===== src/rtl/skb_consts.vh =====
// Constants of the skip and conditional branch control block.
// Assumes inclusion by bare name from every design file of the block.
`ifndef SKB_CONSTS_VH
`define SKB_CONSTS_VH

// -----------------------------------------------------------------
// Operation codes presented on the issue port
// -----------------------------------------------------------------
`define SKB_OP_NONE 4'h0
`define SKB_OP_SKIP_IF_REG_BIT_ONE 4'h1
`define SKB_OP_SKIP_IF_REG_BIT_ZERO 4'h2
`define SKB_OP_SKIP_IF_IO_BIT_ZERO 4'h3
`define SKB_OP_SKIP_IF_IO_BIT_ONE 4'h4
`define SKB_OP_JUMP_IF_FLAG_ONE 4'h5
`define SKB_OP_JUMP_IF_FLAG_ZERO 4'h6
`define SKB_OP_JUMP_IF_EQUAL 4'h7
`define SKB_OP_JUMP_IF_UNEQUAL 4'h8
`define SKB_OP_JUMP_IF_CARRY_ONE 4'h9
`define SKB_OP_JUMP_IF_CARRY_ZERO 4'ha
`define SKB_OP_JUMP_IF_SAME_OR_HIGHER 4'hb
`define SKB_OP_JUMP_IF_LOWER 4'hc
`define SKB_OP_JUMP_IF_NEGATIVE 4'hd
`define SKB_OP_JUMP_IF_POSITIVE 4'he

// -----------------------------------------------------------------
// Status flags register bit positions
// -----------------------------------------------------------------
`define SKB_FLAG_CARRY 0
`define SKB_FLAG_ZERO 1
`define SKB_FLAG_NEG 2

// -----------------------------------------------------------------
// Cycle counts and program counter steps
// -----------------------------------------------------------------
`define SKB_CYC_NOT_TAKEN 2'h1
`define SKB_CYC_BRANCH_TAKEN 2'h2
`define SKB_CYC_SKIP_ONE_WORD 2'h2
`define SKB_CYC_SKIP_TWO_WORD 2'h3
`define SKB_STEP_SEQ 2'h1
`define SKB_STEP_SKIP_ONE_WORD 2'h2
`define SKB_STEP_SKIP_TWO_WORD 2'h3
`define SKB_OFS_W 7

// -----------------------------------------------------------------
// APB register map (byte addresses) and fields
// -----------------------------------------------------------------
`define SKB_ADDR_W 8
`define SKB_REG_CTRL 8'h00
`define SKB_REG_STATUS 8'h04
`define SKB_REG_LAST_PC 8'h08
`define SKB_REG_EXEC_CNT 8'h0c
`define SKB_REG_TAKEN_CNT 8'h10
`define SKB_CTRL_ENABLE 0
`define SKB_CTRL_CLR_CNT 1
`define SKB_CTRL_RESET 1'h1
`define SKB_ST_BUSY 0
`define SKB_ST_TAKEN 1
`define SKB_ST_ILLEGAL 2
`define SKB_ST_CYC_LO 4

`endif


===== src/rtl/skb_cond.v =====
// Condition evaluator for skip and conditional branch operations.
// Assumes operand bytes and status flags are stable for the issue cycle.
`timescale 1ns/1ps
`default_nettype none
`include "skb_consts.vh"

module skb_cond (
    input wire [3:0] op,
    input wire [2:0] bit_sel,
    input wire [7:0] reg_value,
    input wire [7:0] io_value,
    input wire [7:0] status_flags,
    output reg taken,
    output reg is_skip,
    output reg legal
);

    // -----------------------------------------------------------------
    // Decode
    // -----------------------------------------------------------------
    wire reg_bit = reg_value[bit_sel];
    wire io_bit = io_value[bit_sel];
    wire sel_flag = status_flags[bit_sel];
    wire zf = status_flags[`SKB_FLAG_ZERO];
    wire cf = status_flags[`SKB_FLAG_CARRY];
    wire nf = status_flags[`SKB_FLAG_NEG];

    always @* begin
        taken = 1'b0;
        is_skip = 1'b0;
        legal = 1'b1;
        case (op)
            `SKB_OP_SKIP_IF_REG_BIT_ONE: begin
                is_skip = 1'b1;
                taken = reg_bit;
            end
            `SKB_OP_SKIP_IF_REG_BIT_ZERO: begin
                is_skip = 1'b1;
                taken = ~reg_bit;
            end
            `SKB_OP_SKIP_IF_IO_BIT_ZERO: begin
                is_skip = 1'b1;
                taken = ~io_bit;
            end
            `SKB_OP_SKIP_IF_IO_BIT_ONE: begin
                is_skip = 1'b1;
                taken = io_bit;
            end
            `SKB_OP_JUMP_IF_FLAG_ONE: taken = sel_flag;
            `SKB_OP_JUMP_IF_FLAG_ZERO: taken = ~sel_flag;
            `SKB_OP_JUMP_IF_EQUAL: taken = zf;
            `SKB_OP_JUMP_IF_UNEQUAL: taken = ~zf;
            `SKB_OP_JUMP_IF_CARRY_ONE: taken = cf;
            `SKB_OP_JUMP_IF_LOWER: taken = cf;
            `SKB_OP_JUMP_IF_CARRY_ZERO: taken = ~cf;
            `SKB_OP_JUMP_IF_SAME_OR_HIGHER: taken = ~cf;
            `SKB_OP_JUMP_IF_NEGATIVE: taken = nf;
            `SKB_OP_JUMP_IF_POSITIVE: taken = ~nf;
            default: legal = 1'b0;
        endcase
    end

endmodule

`default_nettype wire


===== src/rtl/skb_ctrl.v =====
// Skip and conditional relative branch control of the core: takes one
// operation per issue handshake, holds issue for the operation's cycles,
// then hands the new program counter back. APB slave for control/stats.
// Assumes operands, flags and the two-word hint come from logic on mclk.
`timescale 1ns/1ps
`default_nettype none
`include "skb_consts.vh"

module skb_ctrl #(
    parameter PC_W = 16
) (
    input wire mclk,
    input wire srst,
    input wire [`SKB_ADDR_W-1:0] paddr,
    input wire psel,
    input wire penable,
    input wire pwrite,
    input wire [31:0] pwdata,
    output reg [31:0] prdata,
    output wire pready,
    output wire pslverr,
    input wire issue_valid,
    output wire issue_ready,
    input wire [3:0] issue_op,
    input wire [2:0] issue_bit,
    input wire [`SKB_OFS_W-1:0] issue_ofs,
    input wire [PC_W-1:0] issue_pc,
    input wire next_two_word,
    input wire [7:0] reg_value,
    input wire [7:0] io_value,
    input wire [7:0] status_flags,
    output wire flags_we,
    output reg pc_load,
    output reg [PC_W-1:0] pc_value,
    output reg [1:0] retire_cycles
);

    // -----------------------------------------------------------------
    // Helpers
    // -----------------------------------------------------------------
    localparam ST_IDLE = 1'b0;
    localparam ST_HOLD = 1'b1;

    // Sums are kept to PC_W bits; the carry out is dropped on purpose
    function [PC_W-1:0] pc_add;
        input [PC_W-1:0] base;
        input [PC_W-1:0] delta;
        begin
            pc_add = base + delta;
        end
    endfunction

    function addr_hit;
        input [`SKB_ADDR_W-1:0] a;
        begin
            addr_hit = (a == `SKB_REG_CTRL) || (a == `SKB_REG_STATUS) ||
                (a == `SKB_REG_LAST_PC) || (a == `SKB_REG_EXEC_CNT) ||
                (a == `SKB_REG_TAKEN_CNT);
        end
    endfunction

    // -----------------------------------------------------------------
    // State
    // -----------------------------------------------------------------
    reg state_q;
    reg state_d;
    reg [1:0] remain_q;
    reg [1:0] remain_d;
    reg [PC_W-1:0] target_q;
    reg [PC_W-1:0] target_d;
    // Cycle count of the last accepted op, shown in STATUS
    reg [1:0] cyc_q;
    reg [1:0] cyc_d;
    reg enable_q;
    reg last_taken_q;
    reg last_illegal_q;
    reg [31:0] exec_cnt_q;
    reg [31:0] taken_cnt_q;

    wire cond_taken;
    wire cond_skip;
    wire cond_legal;

    skb_cond u_cond (
        .op(issue_op),
        .bit_sel(issue_bit),
        .reg_value(reg_value),
        .io_value(io_value),
        .status_flags(status_flags),
        .taken(cond_taken),
        .is_skip(cond_skip),
        .legal(cond_legal)
    );

    // -----------------------------------------------------------------
    // Issue decision
    // -----------------------------------------------------------------
    // Back-to-back issue is allowed only after single-cycle operations;
    // longer ones hold the issue port so the pipeline sees the stall.
    // Clearing enable only refuses new work; an operation already held
    // still runs to its retire, so the core never loses a hand-back.
    assign issue_ready = enable_q && (state_q == ST_IDLE);
    wire accept = issue_valid && issue_ready;
    wire do_taken = cond_legal && cond_taken;

    // The block has no path into the status flags at all.
    assign flags_we = 1'b0;

    wire [PC_W-1:0] ofs_ext = {{(PC_W-`SKB_OFS_W){issue_ofs[`SKB_OFS_W-1]}}, issue_ofs};
    // Steps are zero-extended from 2-bit constants. Every sum wraps modulo
    // 2^PC_W, so a skip at the top of program memory lands at the bottom.
    wire [PC_W-1:0] step_seq = {{(PC_W-2){1'b0}}, `SKB_STEP_SEQ};
    wire [PC_W-1:0] step_skip1 = {{(PC_W-2){1'b0}}, `SKB_STEP_SKIP_ONE_WORD};
    wire [PC_W-1:0] step_skip2 = {{(PC_W-2){1'b0}}, `SKB_STEP_SKIP_TWO_WORD};

    reg [PC_W-1:0] new_pc;
    reg [1:0] new_cyc;

    always @* begin
        // Illegal codes never set do_taken, so they fall through as a plain
        // one-cycle step to the next word.
        new_pc = pc_add(issue_pc, step_seq);
        new_cyc = `SKB_CYC_NOT_TAKEN;
        if (do_taken && cond_skip) begin
            if (next_two_word) begin
                new_pc = pc_add(issue_pc, step_skip2);
                new_cyc = `SKB_CYC_SKIP_TWO_WORD;
            end else begin
                new_pc = pc_add(issue_pc, step_skip1);
                new_cyc = `SKB_CYC_SKIP_ONE_WORD;
            end
        end else if (do_taken) begin
            // Relative target is current PC plus offset plus one
            new_pc = pc_add(pc_add(issue_pc, ofs_ext), step_seq);
            new_cyc = `SKB_CYC_BRANCH_TAKEN;
        end
    end

    // -----------------------------------------------------------------
    // Sequencer
    // -----------------------------------------------------------------
    reg finish;

    always @* begin
        state_d = state_q;
        remain_d = remain_q;
        target_d = target_q;
        cyc_d = cyc_q;
        finish = 1'b0;
        case (state_q)
            ST_IDLE: begin
                if (accept) begin
                    // Target and count are latched here; operands may then move
                    target_d = new_pc;
                    cyc_d = new_cyc;
                    if (new_cyc == `SKB_CYC_NOT_TAKEN) begin
                        finish = 1'b1;
                    end else begin
                        state_d = ST_HOLD;
                        remain_d = new_cyc - 2'h1;
                    end
                end
            end
            ST_HOLD: begin
                // Counts the cycles still owed; the last one retires
                remain_d = remain_q - 2'h1;
                if (remain_q == 2'h1) begin
                    state_d = ST_IDLE;
                    finish = 1'b1;
                end
            end
            default: begin
                // Unreachable with a one-bit state; recovers to idle anyway
                state_d = ST_IDLE;
            end
        endcase
    end

    always @(posedge mclk) begin
        if (srst) begin
            state_q <= ST_IDLE;
            remain_q <= 2'h0;
            target_q <= {PC_W{1'b0}};
            cyc_q <= 2'h0;
        end else begin
            state_q <= state_d;
            remain_q <= remain_d;
            target_q <= target_d;
            cyc_q <= cyc_d;
        end
    end

    // -----------------------------------------------------------------
    // Program counter hand-back
    // -----------------------------------------------------------------
    always @(posedge mclk) begin
        if (srst) begin
            pc_load <= 1'b0;
            pc_value <= {PC_W{1'b0}};
            retire_cycles <= 2'h0;
        end else begin
            // A one-cycle pulse; pc_value and retire_cycles hold until the
            // next retire so a stalled consumer can still read them.
            pc_load <= finish;
            if (finish) begin
                pc_value <= target_d;
                retire_cycles <= cyc_d;
            end
        end
    end

    // -----------------------------------------------------------------
    // Statistics
    // -----------------------------------------------------------------
    // Both counters wrap at 2^32 and are meant as free-running totals.
    wire apb_access = psel && penable;
    wire wr_access = apb_access && pwrite;
    wire clr_cnt = wr_access && (paddr == `SKB_REG_CTRL) && pwdata[`SKB_CTRL_CLR_CNT];

    // A clear in the same cycle as an accept still counts that operation.
    // The last_* flags change only on accept, so STATUS shows the latest op.
    always @(posedge mclk) begin
        if (srst) begin
            exec_cnt_q <= 32'h0;
            taken_cnt_q <= 32'h0;
            last_taken_q <= 1'b0;
            last_illegal_q <= 1'b0;
        end else begin
            if (accept) begin
                exec_cnt_q <= clr_cnt ? 32'h1 : exec_cnt_q + 32'h1;
                last_taken_q <= do_taken;
                last_illegal_q <= ~cond_legal;
            end else if (clr_cnt) begin
                exec_cnt_q <= 32'h0;
            end
            if (accept && do_taken) begin
                taken_cnt_q <= clr_cnt ? 32'h1 : taken_cnt_q + 32'h1;
            end else if (clr_cnt) begin
                taken_cnt_q <= 32'h0;
            end
        end
    end

    // -----------------------------------------------------------------
    // APB slave
    // -----------------------------------------------------------------
    // Zero wait states: read data is captured in the setup cycle so it
    // comes from a flop while the access phase is open.
    assign pready = 1'b1;
    // Unmapped reads also return zero from rd_mux alongside the error.
    assign pslverr = apb_access && !addr_hit(paddr);

    always @(posedge mclk) begin
        if (srst) begin
            enable_q <= `SKB_CTRL_RESET;
        end else if (wr_access && (paddr == `SKB_REG_CTRL)) begin
            // The clear bit is a strobe and is never stored
            enable_q <= pwdata[`SKB_CTRL_ENABLE];
        end
    end

    reg [31:0] rd_mux;

    always @* begin
        rd_mux = 32'h0;
        case (paddr)
            `SKB_REG_CTRL: rd_mux[`SKB_CTRL_ENABLE] = enable_q;
            `SKB_REG_STATUS: begin
                rd_mux[`SKB_ST_BUSY] = (state_q == ST_HOLD);
                rd_mux[`SKB_ST_TAKEN] = last_taken_q;
                rd_mux[`SKB_ST_ILLEGAL] = last_illegal_q;
                rd_mux[`SKB_ST_CYC_LO+1:`SKB_ST_CYC_LO] = cyc_q;
            end
            `SKB_REG_LAST_PC: rd_mux[PC_W-1:0] = target_q;
            `SKB_REG_EXEC_CNT: rd_mux = exec_cnt_q;
            `SKB_REG_TAKEN_CNT: rd_mux = taken_cnt_q;
            default: rd_mux = 32'h0;
        endcase
    end

    always @(posedge mclk) begin
        if (srst) begin
            prdata <= 32'h0;
        end else if (psel && !penable && !pwrite) begin
            // A counter that moves during the access phase reads its setup value
            prdata <= rd_mux;
        end
    end

endmodule

`default_nettype wire


===== config.mk =====
export PLATFORM = sky130hd
export DESIGN_NAME = skb_ctrl
export DESIGN_NICKNAME = d
export VERILOG_FILES = /design/src/rtl/skb_cond.v /design/src/rtl/skb_ctrl.v
export VERILOG_INCLUDE_DIRS = /design/src /design/src/rtl
export SDC_FILE = /design/constraint.sdc
export NUM_CORES = 1
export LEC_CHECK = 0
export BUFFER_PORTS_ARGS = -buffer_cell sky130_fd_sc_hd__clkbuf_2
export CAP_MARGIN = 20
export CORE_UTILIZATION = 25
export CTS_CLUSTER_DIAMETER = 200
export DETAILED_ROUTE_END_ITERATION = 8
export MAX_ROUTING_LAYER = met4
export PLACE_DENSITY = 0.44
export SYNTH_ARGS = -nofsm -noshare
export SYNTH_HDL_FRONTEND = slang
export SYNTH_SLANG_ARGS = --single-unit

===== constraint.sdc =====
create_clock -name mclk -period 4.6 [get_ports mclk]
set_input_delay 0.46 -clock mclk [delete_from_list [all_inputs] [get_ports mclk]]
set_output_delay 0.46 -clock mclk [all_outputs]
set_load 0.01 [all_outputs]

# Word-level counts from Yosys, hierarchy flattened
# Cells that the tools add are included.
[word_totals]
elab_cells = 121
ff_bits = 139
input_bits = 101
[op_classes]
eq_ne = 22
reduce_logical = 27
addsub = 9
n_mux = 41
bitwise_logic = 8
order_cmp = 1
[ops]
columns = ["op", "count"]
rows = [
  ["two-way mux 32 bit", 5],
  ["two-way mux 16 bit", 5],
  ["adder 32 x 1 -> 32 bit, second input constant", 2],
  ["adder 16 x 1 -> 16 bit, second input constant", 2],
  ["adder 16 x 2 -> 16 bit, second input constant", 2],
  ["one-hot mux 16 bit (2 select lines)", 1],
  ["one-hot mux 10 bit (3 select lines)", 1],
  ["== test 4 bit, second input constant", 7],
  ["adder 16 bit", 1],
  ["== test 4 x 3 -> 1 bit, second input constant", 4],
  ["== test 8 x 4 -> 1 bit, second input constant", 2],
  ["one-hot mux 2 bit (4 select lines)", 2],
  ["OR reduction 14 bit", 1],
  ["logical AND 1 bit", 12],
  ["two-way mux 1 bit", 12],
  ["two-way mux 2 bit", 6],
  ["one-hot mux 1 bit (12 select lines)", 1],
  ["binary-select mux 1 bit (select 3 bit)", 3],
  ["== test 4 x 2 -> 1 bit, second input constant", 2],
  ["== test 8 x 3 -> 1 bit, second input constant", 1],
  ["== test 8 x 5 -> 1 bit, second input constant", 1],
  ["logical NOT 8 bit", 1],
  ["NOT 1 bit", 8],
  ["one-hot mux 1 bit (5 select lines)", 1],
  ["other kinds (14)", 25],
]

# Logic depth before layout (Yosys ltp)
# Gate-level depths: netlist of the first run.
[logic_depth]
ltp_word = 11
mapped_depth = 12
depth_no_buf = 12

# Hierarchy
# From an unflattened synthesis of the first run, not the netlist that was laid out.
[unflattened]
hier_cells = 982
hier_area_um2 = 7961.4
[modules_own_cells]
columns = ["mod", "area_per_inst_um2", "n_inst", "cells_each"]
rows = [
  ["skb_ctrl", 7561.0, 1, 931],
  ["skb_cond", 400.4, 1, 51],
]

# Least setup slack after synthesis of the first run
# OpenSTA, ideal clock, no wires.
[synth_path]
path_kind = "input -> register"
start = "in issue_ofs[1]"
end = "reg pc_value[13]"
slack_ps = 1891
required_ps = 4458
arrival_time_ps = 2567
n_path_buf = 0
cell_stages = 9
path_cell_list = "ha_1 -> nor2b_1 -> o2111a_1 -> or4_1 -> a221o_1 -> a21o_1 -> a211o_1 -> o211ai_1 -> a311oi_1"
[synth_between]
elab_chain_cells = 6
[synth_rtl]
columns = ["item", "line", "source"]
rows = [
  ["start: declaration", "skb_ctrl.v:26", "input wire [`SKB_OFS_W-1:0] issue_ofs,"],
  ["adder 16 bit", "skb_ctrl.v:49", "pc_add = base + delta;"],
  ["adder 16 x 1 -> 16 bit", "skb_ctrl.v:49", ""],
  ["two-way mux 16 bit", "skb_ctrl.v:132", "end else if (do_taken) begin"],
  ["two-way mux 16 bit", "skb_ctrl.v:124", "if (do_taken && cond_skip) begin"],
  ["two-way mux 16 bit", "skb_ctrl.v:152", "if (accept) begin"],
  ["two-way mux 16 bit", "skb_ctrl.v:150", "case (state_q)"],
  ["end signal: assignment", "skb_ctrl.v:199", "pc_value <= {PC_W{1'b0}};"],
  ["end signal: assignment", "skb_ctrl.v:206", "pc_value <= target_d;"],
  ["end: declaration", "skb_ctrl.v:34", "output reg [PC_W-1:0] pc_value,"],
]
# Every way passes these cells.
# A chain may end at the register's enable or synchronous reset.

# Worst setup path in the final report of the first run
[layout_path]
start = "in issue_bit[0]"
end = "reg pc_value[4]"
[layout_between]
elab_chain_cells = 11
[layout_rtl]
columns = ["item", "line", "source"]
rows = [
  ["start: declaration", "skb_ctrl.v:25", "input wire [2:0] issue_bit,"],
  ["binary-select mux 1 bit (select 3 bit) (on tied branches)", "skb_cond.v:23, skb_cond.v:21, skb_cond.v:22", ""],
  ["two-way mux 1 bit (on tied branches)", "skb_cond.v:23, skb_cond.v:21, skb_cond.v:22", ""],
  ["NOT 1 bit (on tied branches)", "skb_cond.v:50, skb_cond.v:39, skb_cond.v:43", ""],
  ["one-hot mux 1 bit (12 select lines) (*)", "skb_cond.v:32", "case (op)"],
  ["logical AND 1 bit (*)", "skb_ctrl.v:104", "wire do_taken = cond_legal && cond_taken;"],
  ["two-way mux 2 bit or logical AND 1 bit (tied branches)", "skb_ctrl.v:132, skb_ctrl.v:124", ""],
  ["two-way mux 2 bit", "skb_ctrl.v:124", ""],
  ["== test 2 x 1 -> 1 bit (no source line)", "--", ""],
  ["two-way mux 1 bit", "skb_ctrl.v:156", "if (new_cyc == `SKB_CYC_NOT_TAKEN) begin"],
  ["two-way mux 1 bit", "skb_ctrl.v:152", ""],
  ["one-hot mux 1 bit (2 select lines)", "skb_ctrl.v:150", ""],
]
# Mark *: on every way between the ends. The rest lies on a longest branch, timed or not. The select of a mux whose other input is x is not followed.

==> results of run 1 <==
==> cell type report <==
class / instances / share of cell area [%]
flip-flops and latches: 139 / 29.5
well taps: 396 / 5.25
clock inverters: 14 / 1.01
clock buffers: 18 / 4.65
repair buffers: 139 / 7.93
multi-input cells: 753 / 50.9
inverters: 19 / 0.756
==> through the flow <==
step | area (um^2) | total power, mW | worst slack (ns) | instances
global placement | 8900 | 1.89 | 1.09 | 1446
finish | 9440 | 3.11 | 1.49 | 1478
global route | 9440 | 3.27 | 1.07 | 1478
detailed placement | 8900 | 1.89 | 1.07 | 1446
CTS | 9440 | 3.15 | 1.46 | 1478
floorplan | 7890 | 1.68 | 1.89 | 966
==> power by group through the flow <==
stage	Clock, mW	Sequential, mW	Combinational, mW
after detailed placement	0	1.33	0.555
final	1.25	1.31	0.550
after global routing	1.34	1.32	0.613
after CTS	1.29	1.31	0.559
after floorplan	0	1.33	0.354
after global placement	0	1.34	0.555
==> layer usage <==
metal / track usage, % / vias up
li1: - / 3736
met1: 20.2 / 3406
met2: 24.9 / 136
met3: 2.45 / 19
met4: 3.83 / 0
met5: - / -
==> cell usage in the layout (no fill, tap or decap), types with 6 or more instances in the layout <==
| master | instances |
|---|---|
| nor2_1 | 145 |
| dfxtp_1 | 139 |
| clkbuf_2 | 123 |
| nand2_1 | 75 |
| nor3_1 | 48 |
| a21oi_1 | 48 |
| xor2_1 | 39 |
| o21ai_0 | 35 |
| xnor2_1 | 33 |
| a221oi_1 | 33 |
| nand3_1 | 29 |
| or3_1 | 23 |
| ha_1 | 22 |
| mux2i_1 | 19 |
| inv_1 | 18 |
| clkbuf_16 | 17 |
| and3_1 | 16 |
| a211oi_1 | 16 |
| mux2_2 | 15 |
| buf_4 | 15 |
| nand4_1 | 13 |
| nor2b_1 | 9 |
| nor3b_1 | 8 |
| o211ai_1 | 8 |
| a31oi_1 | 8 |
| nand2b_1 | 7 |
| and2_1 | 6 |
| and4_1 | 6 |
| clkinv_2 | 6 |
==> critical path, stage by stage <==
cell      delay, ns
clkbuf_2       0.30
mux2i_1        0.12
mux4_2         0.50
mux2i_1        0.23
o2111a_1       0.36
nand2_2        0.32
o21ai_2        0.53
buf_4          0.30
nor2_1         0.06
a311oi_1       0.24
==> kinds of logic (layout without fill, tap and decap cells) <==
kind of cell / count (synthesis) / count (layout)
XOR/XNOR: 72 / 72
other: 2 / 2
AND/OR/NAND/NOR: 409 / 409
buffers and inverters: 74 / 190
AO/OA/AOI/OAI: 210 / 210
flip-flops: 139 / 139
multiplexers: 37 / 37
adder cells (fa/ha/maj): 23 / 23
==> how the worst max path moves through the flow <==
stage / from / slack, ns / end
finish: issue_bit[0] / 1.49 / pc_value[4]$_SDFFE_PP0P_
CTS: issue_bit[0] / 1.46 / pc_value[4]$_SDFFE_PP0P_
detailed placement: issue_bit[0] / 1.07 / pc_value[4]$_SDFFE_PP0P_
floorplan: issue_ofs[1] / 1.89 / pc_value[13]$_SDFFE_PP0P_
global placement: issue_bit[0] / 1.09 / pc_value[4]$_SDFFE_PP0P_
global route: issue_bit[0] / 1.07 / pc_value[4]$_SDFFE_PP0P_
==> state kept, by name, indices dropped and copies added (netlist names), 2 cells and up <==
signal and cells:
remain_q 2, taken_cnt_q 32, prdata 32, pc_value 16, retire_cycles 2, exec_cnt_q 32
target_q 16, cyc_q 2
==> impl_metrics.yaml, run 1 <==
clocking:
  ctsHoldBuffers: 0
  postCtsSetupBuffers: 0
  cts_resized: 0
  path_clk_slew_ns: 0.06
  cts_tree: "yes"
  h-tree-depth: 4
  cts_sinks: 139
  cts_buffer_depth: 2
  insertion_delay_ns: 0.42
  clockRootBuffer: "clkbuf_16"
  numCtsBuffers: 17
route:
  drt_iter0_drc: 454
  vias: 7297
  vias_per_cell: 4.94
  drcViolationCount: 3
  firstDrtPassIters: 8
  wirelength_um: 24000
  highest_layer: "met4"
  dr_wl_met2_um: 11200
  met3_length_um: 751
  wl_per_cell_um: 16.2
  wl_met1_um: 11800
  ant_nets: 0
final_layout:
  final_core_util_pct: 30.6
  n_antenna_cell: 0
  multiInputGateArea_um2: 4810
  num-fill-cells: 3343
  final_net_count: 1193
  final_layout_size_suffix_gt1_share_pct: 18.7
  register_area_um2: 2780
  syn_to_final_growth_pct: 19.6
critical_path:
  r2r-start: "taken_cnt_q[4]$_SDFFE_PP0P_"
  cp-start-kind: "input pin"
  reg2reg_depth: 8
  cp.required_ns: 4.92
  cp.arrival_ns: 3.44
  r2r_end: "taken_cnt_q[30]$_SDFFE_PP0P_"
  critical_path_class: "in2reg"
  r2r_setup_slack_ns: 1.56
  cp-end-kind: "register"
  worst-path-max-fanout: 17
synthesis:
  avgSynthCellArea_um2: 8.17
  ys_warn_count: 0
  synthTopCellsByArea: "dfxtp_1 35%, nor2_1 6.9%, xor2_1 4.3%, a221oi_1 3.7%, xnor2_1 3.7%"
  synth-simple-area-share_pct: 25.1
  synth_edf_count: 0
  synth_fa_ha_area_share_pct: 3.74
  synth_xor_xnor_area_share_pct: 7.99
  synth_top_family_by_area: "simple AND/OR/NAND/NOR gates"
  synth_commonest_cells: "145 x nor2_1, 139 x dfxtp_1, 76 x nand2_1, 49 x nor3_1, 48 x a21oi_1"
  synth_compound_area_share_pct: 18.5
  synth_nets: 1090
  synth_top_flop_cell: "dfxtp_1"
  synthArstFlopShare_pct: 0
  synth_seq_area_share_pct: 35.3
  syn_inst: 966
  synth_mux_area_share_pct: 5.40
  synth.most_common_cell: "nor2_1"
  yosysTopAreaCell: "dfxtp_1"
  ys_ff_latch: 139
  synth_area_um2: 7890
  ys_types: 75
  synth.top_cell.area_share_pct: 35.3
power_and_ir_drop:
  switching_share_pct: 29.8
  pwr-share-seq_pct: 42.1
  p_leak_nw: 3.60
  p_per_area_nw_per_um2: 329
  ir_worst_vdd_uv: 232
  combPwrFrac_pct: 17.7
  p_int_mw: 2.18
  switchingPower_mw: 0.928
  clkPwrFrac_pct: 40.2
timing:
  finalSetupViolCount: 0
  fin_skew_ns: 0.0128
  slew_viol_final: 0
  min_period_over_period_pct: 67.7
  relSlewSlack_pct: 37.4
  tns_ns: 0
  min_period_ns: 3.11
  hold_viol_final: 0
  tightest_slew_ns: 0.934
  rsz0062_at_grt: "false"
  fmax_ghz: 0.321
  whs_ns: 0.322
global_routing:
  grtUsageTotal_pct: 15.5
  grt_start_max_net_pins: 50
  grt_overflow: 0
  antenna_found_initial: 0
  grt_pass1_vias: 6873
  grt_first_pass_wirelength_um: 38600
placement:
  gp_congestion: 0.782
  hpwl_um: 17900
  io_buffers: 123
floorplan:
  die-area_um2: 32300
  start_util_pct: 25.6
  core_area_um2: 30800
  io_pins: 156
  num_rows: 64
  die_h_um: 180
  die_x_um: 180
worst_hold_path:
  holdPathStages: 3
  min_to: "enable_q$_SDFFE_PP1P_"
  hp-class: "in2reg"
  hp-start: "pwdata[0]"
outcome:
  violations: "DRC"
  status: "finished, violations left"
job:
  drv_cap: 0
Note: power is estimated with default switching activity, not from simulation.
==> run 2, diff against run 1 <==
Settings changed: ABC_AREA set to 1, PLACE_DENSITY 0.44 to 0.45.
Clock period 4.6 ns to 2.81 ns, I/O delays scaled along.
==> run 2 against run 1 <==
  * The flow now finishes without violations
  * Synthesized cell count rose by 55%
  * Sequential cell count unchanged
  * Via count increased by 39%
  * Sequential power up 63%
  * Clock skew increased by 0.0097 ns
  * Count of clock-buffer cells in the layout unchanged
  * Wire length is 41% higher
  * Largest power group is now clock
  * Highest routed layer unchanged
==> impl_metrics.yaml, run 2 <==
outcome:
  status: "finished, final reports clean"
floorplan:
  die_h_um: 197
  core_area_um2: 37600
  start_util_pct: 25.4
  num_rows: 71
  die-area_um2: 39000
  io_pins: 156
  die_x_um: 197
worst_hold_path:
  hp-class: "in2reg"
placement:
  gp_congestion: 0.872
  place_area_um2: 10700
  dp_cells: 2106
  pre_cts_ws_ns: 0.316
  hpwl_um: 26000
  io_buffers: 123
synthesis:
  synth_commonest_cells: "426 x nand2_1, 175 x inv_1, 139 x dfxtp_1, 124 x a21oi_1, 122 x nor2_1"
  synth_nets: 1626
  synth_area_um2: 9540
  ys_warn_count: 0
  synth_seq_area_share_pct: 29.2
  ys_ff_latch: 139
  synth_edf_count: 0
  synthTopCellsByArea: "dfxtp_1 29%, nand2_1 17%, inv_1 6.9%, a21oi_1 6.5%, nand3_1 5.5%"
  synth.top_cell.area_share_pct: 29.2
  ys_types: 50
  syn_inst: 1502
  synthArstFlopShare_pct: 0
  synth_top_flop_cell: "dfxtp_1"
  avgSynthCellArea_um2: 6.35
  synth.most_common_cell: "nand2_1"
  yosysTopAreaCell: "dfxtp_1"
power_and_ir_drop:
  pwr-share-seq_pct: 37.9
  ir_worst_vdd_uv: 316
  p_int_mw: 3.86
  switching_share_pct: 31.2
  p_per_area_nw_per_um2: 495
  combPwrFrac_pct: 18.6
  clkPwrFrac_pct: 43.4
  p_leak_nw: 4.83
  switchingPower_mw: 1.75
global_routing:
  antenna_found_initial: 0
  grt_overflow: 0
  grtUsageTotal_pct: 18.3
  grt_pass1_vias: 9622
  grt_start_max_net_pins: 82
  grt_first_pass_wirelength_um: 53900
clocking:
  insertion_delay_ns: 0.45
  cts_sinks: 139
  cts_buffer_depth: 2
  postCtsSetupBuffers: 0
  clockRootBuffer: "clkbuf_16"
  numCtsBuffers: 17
  h-tree-depth: 4
  path_clk_slew_ns: 0.07
  cts_resized: 0
  cts_tree: "yes"
  ctsHoldBuffers: 0
final_layout:
  final_cells: 2138
  fin_area_um2: 11400
  final_layout_size_suffix_gt1_share_pct: 13.3
  final_net_count: 1738
  n_antenna_cell: 0
  syn_to_final_growth_pct: 19.0
  final_cell_mix: "426 x nand2_1, 175 x inv_1, 139 x dfxtp_1"
  reg.largest.list: "exec_cnt_q x32, prdata x32, taken_cnt_q x32"
  final_common_cell: "nand2_1"
critical_path:
  worst-path-max-fanout: 10
  cp-end-kind: "register"
  cp-start-kind: "register"
  cp.required_ns: 3.09
  path_cells: "clkinv_1 -> nor4_1 -> nand2_1 -> nor3_1 -> xor2_1 -> nor2_1 -> nand2_1 -> a21oi_1"
  critical_path_class: "reg2reg"
  crit_top_cell: "nand2_1"
  slowest_stage: "nor4_1"
  slowest_delay_ns: 0.63
  cp.arrival_ns: 2.46
route:
  drt_iter0_drc: 779
  vias_per_cell: 4.75
  vias: 10200
  drcViolationCount: 0
  ant_nets: 0
  firstDrtPassIters: 5
  wl_per_cell_um: 15.9
  wirelength_um: 33900
timing:
  relSlewSlack_pct: 35.3
  min_period_over_period_pct: 77.6
  finalSetupViolCount: 0
  min_period_ns: 2.18
  tightest_slew_ns: 0.971
  slew_viol_final: 0
  hold_viol_final: 0
  timing.final.ws_setup_ns: 0.630
  tns_ns: 0
  fin_skew_ns: 0.0225
  whs_ns: 0.101
  rsz0062_at_grt: "false"
  fmax_ghz: 0.459
job:
  drv_cap: 0
==> run 2: cell count changes in the layout (fill, tap and decap cells not counted), sizes merged, moves of 14 or more <==
cell    before  now
a211oi      16    2
a21oi       49  126
a221oi      33    1
and3        16    1
inv         21  190
mux2        15    0
mux2i       19    0
nand2       77  436
nand3       29  106
nand4       13   29
nor2       146  126
o211ai       8   24
or3         23    0
xnor2       33   15
==> run 2: logic make-up (layout without fill, tap and decap cells) <==
| family | after synthesis | in the layout | share of synthesized area, % |
|---|---|---|---|
| AND/OR/NAND/NOR | 800 | 800 | 37.3 |
| buffers and inverters | 237 | 362 | 10.2 |
| AO/OA/AOI/OAI | 234 | 234 | 14.0 |
| adder cells (fa/ha/maj) | 23 | 23 | 3.09 |
| flip-flops | 139 | 139 | 29.2 |
| XOR/XNOR | 67 | 67 | 6.15 |
| other | 2 | 2 | 0.0787 |
==> run 2: cell type report <==
type / count / area [um^2]
fillers: 4159 / 26200
multi-input cells: 1126 / 5790
flip-flops and latches: 139 / 2780
repair buffers: 144 / 823
inverters: 186 / 701
well taps: 511 / 639
clock buffers: 18 / 439
clock inverters: 14 / 183
==> run 2: path summary, 6_finish.rpt <==
| path | cells past startpoint | to | from | slack, ns |
|---|---|---|---|---|
| setup reg to reg | 8 | exec_cnt_q[21]$_SDFFE_PP0P_ | exec_cnt_q[6]$_SDFFE_PP0P_ | 0.63 |
| hold / removal | 3 | enable_q$_SDFFE_PP1P_ | pwdata[0] | 0.10 |
| hold reg to reg | 2 | prdata[14]$_SDFFE_PP0P_ | prdata[14]$_SDFFE_PP0P_ | 0.46 |
| setup / recovery | 8 | exec_cnt_q[21]$_SDFFE_PP0P_ | exec_cnt_q[6]$_SDFFE_PP0P_ | 0.63 |
==> run 2: through the flow <==
stage                     utilization (%)  power [mW]
final                                30.2        5.62
after global routing                 30.2        5.91
after CTS                            30.2        5.68
after detailed placement             28.6        3.23
after global placement               28.6        3.22
after floorplan                         -        2.85
==> run 2: critical path, delay by kind of cell (launching register included) <==
| kind | cells | cell delay (ns) |
|---|---|---|
| and+or+nand+nor | 5 | 1.13 |
| DFF | 1 | 0.35 |
| xor gates and xnor gates | 1 | 0.19 |
| AOI/OAI and AO/OA | 1 | 0.06 |
| buffers and inverters | 1 | 0.28 |
==> run 2: power groups by stage <==
stage / combinational, mW / clock, mW / sequential, mW
floorplan: 0.683 / 0 / 2.17
global placement: 1.05 / 0 / 2.17
finish: 1.05 / 2.44 / 2.13
detailed placement: 1.05 / 0 / 2.18
CTS: 1.06 / 2.50 / 2.13
global route: 1.19 / 2.58 / 2.14
==> run 2: metal layers <==
metal / GRT usage (%) / vias to the layer above / share of wire [%]
li1: - / 5168 / -
met1: 25.2 / 4702 / 50
met2: 28.1 / 253 / 44
met3: 2.29 / 35 / 4.3
met4: 5.05 / 0 / 1.7
met5: - / - / 0
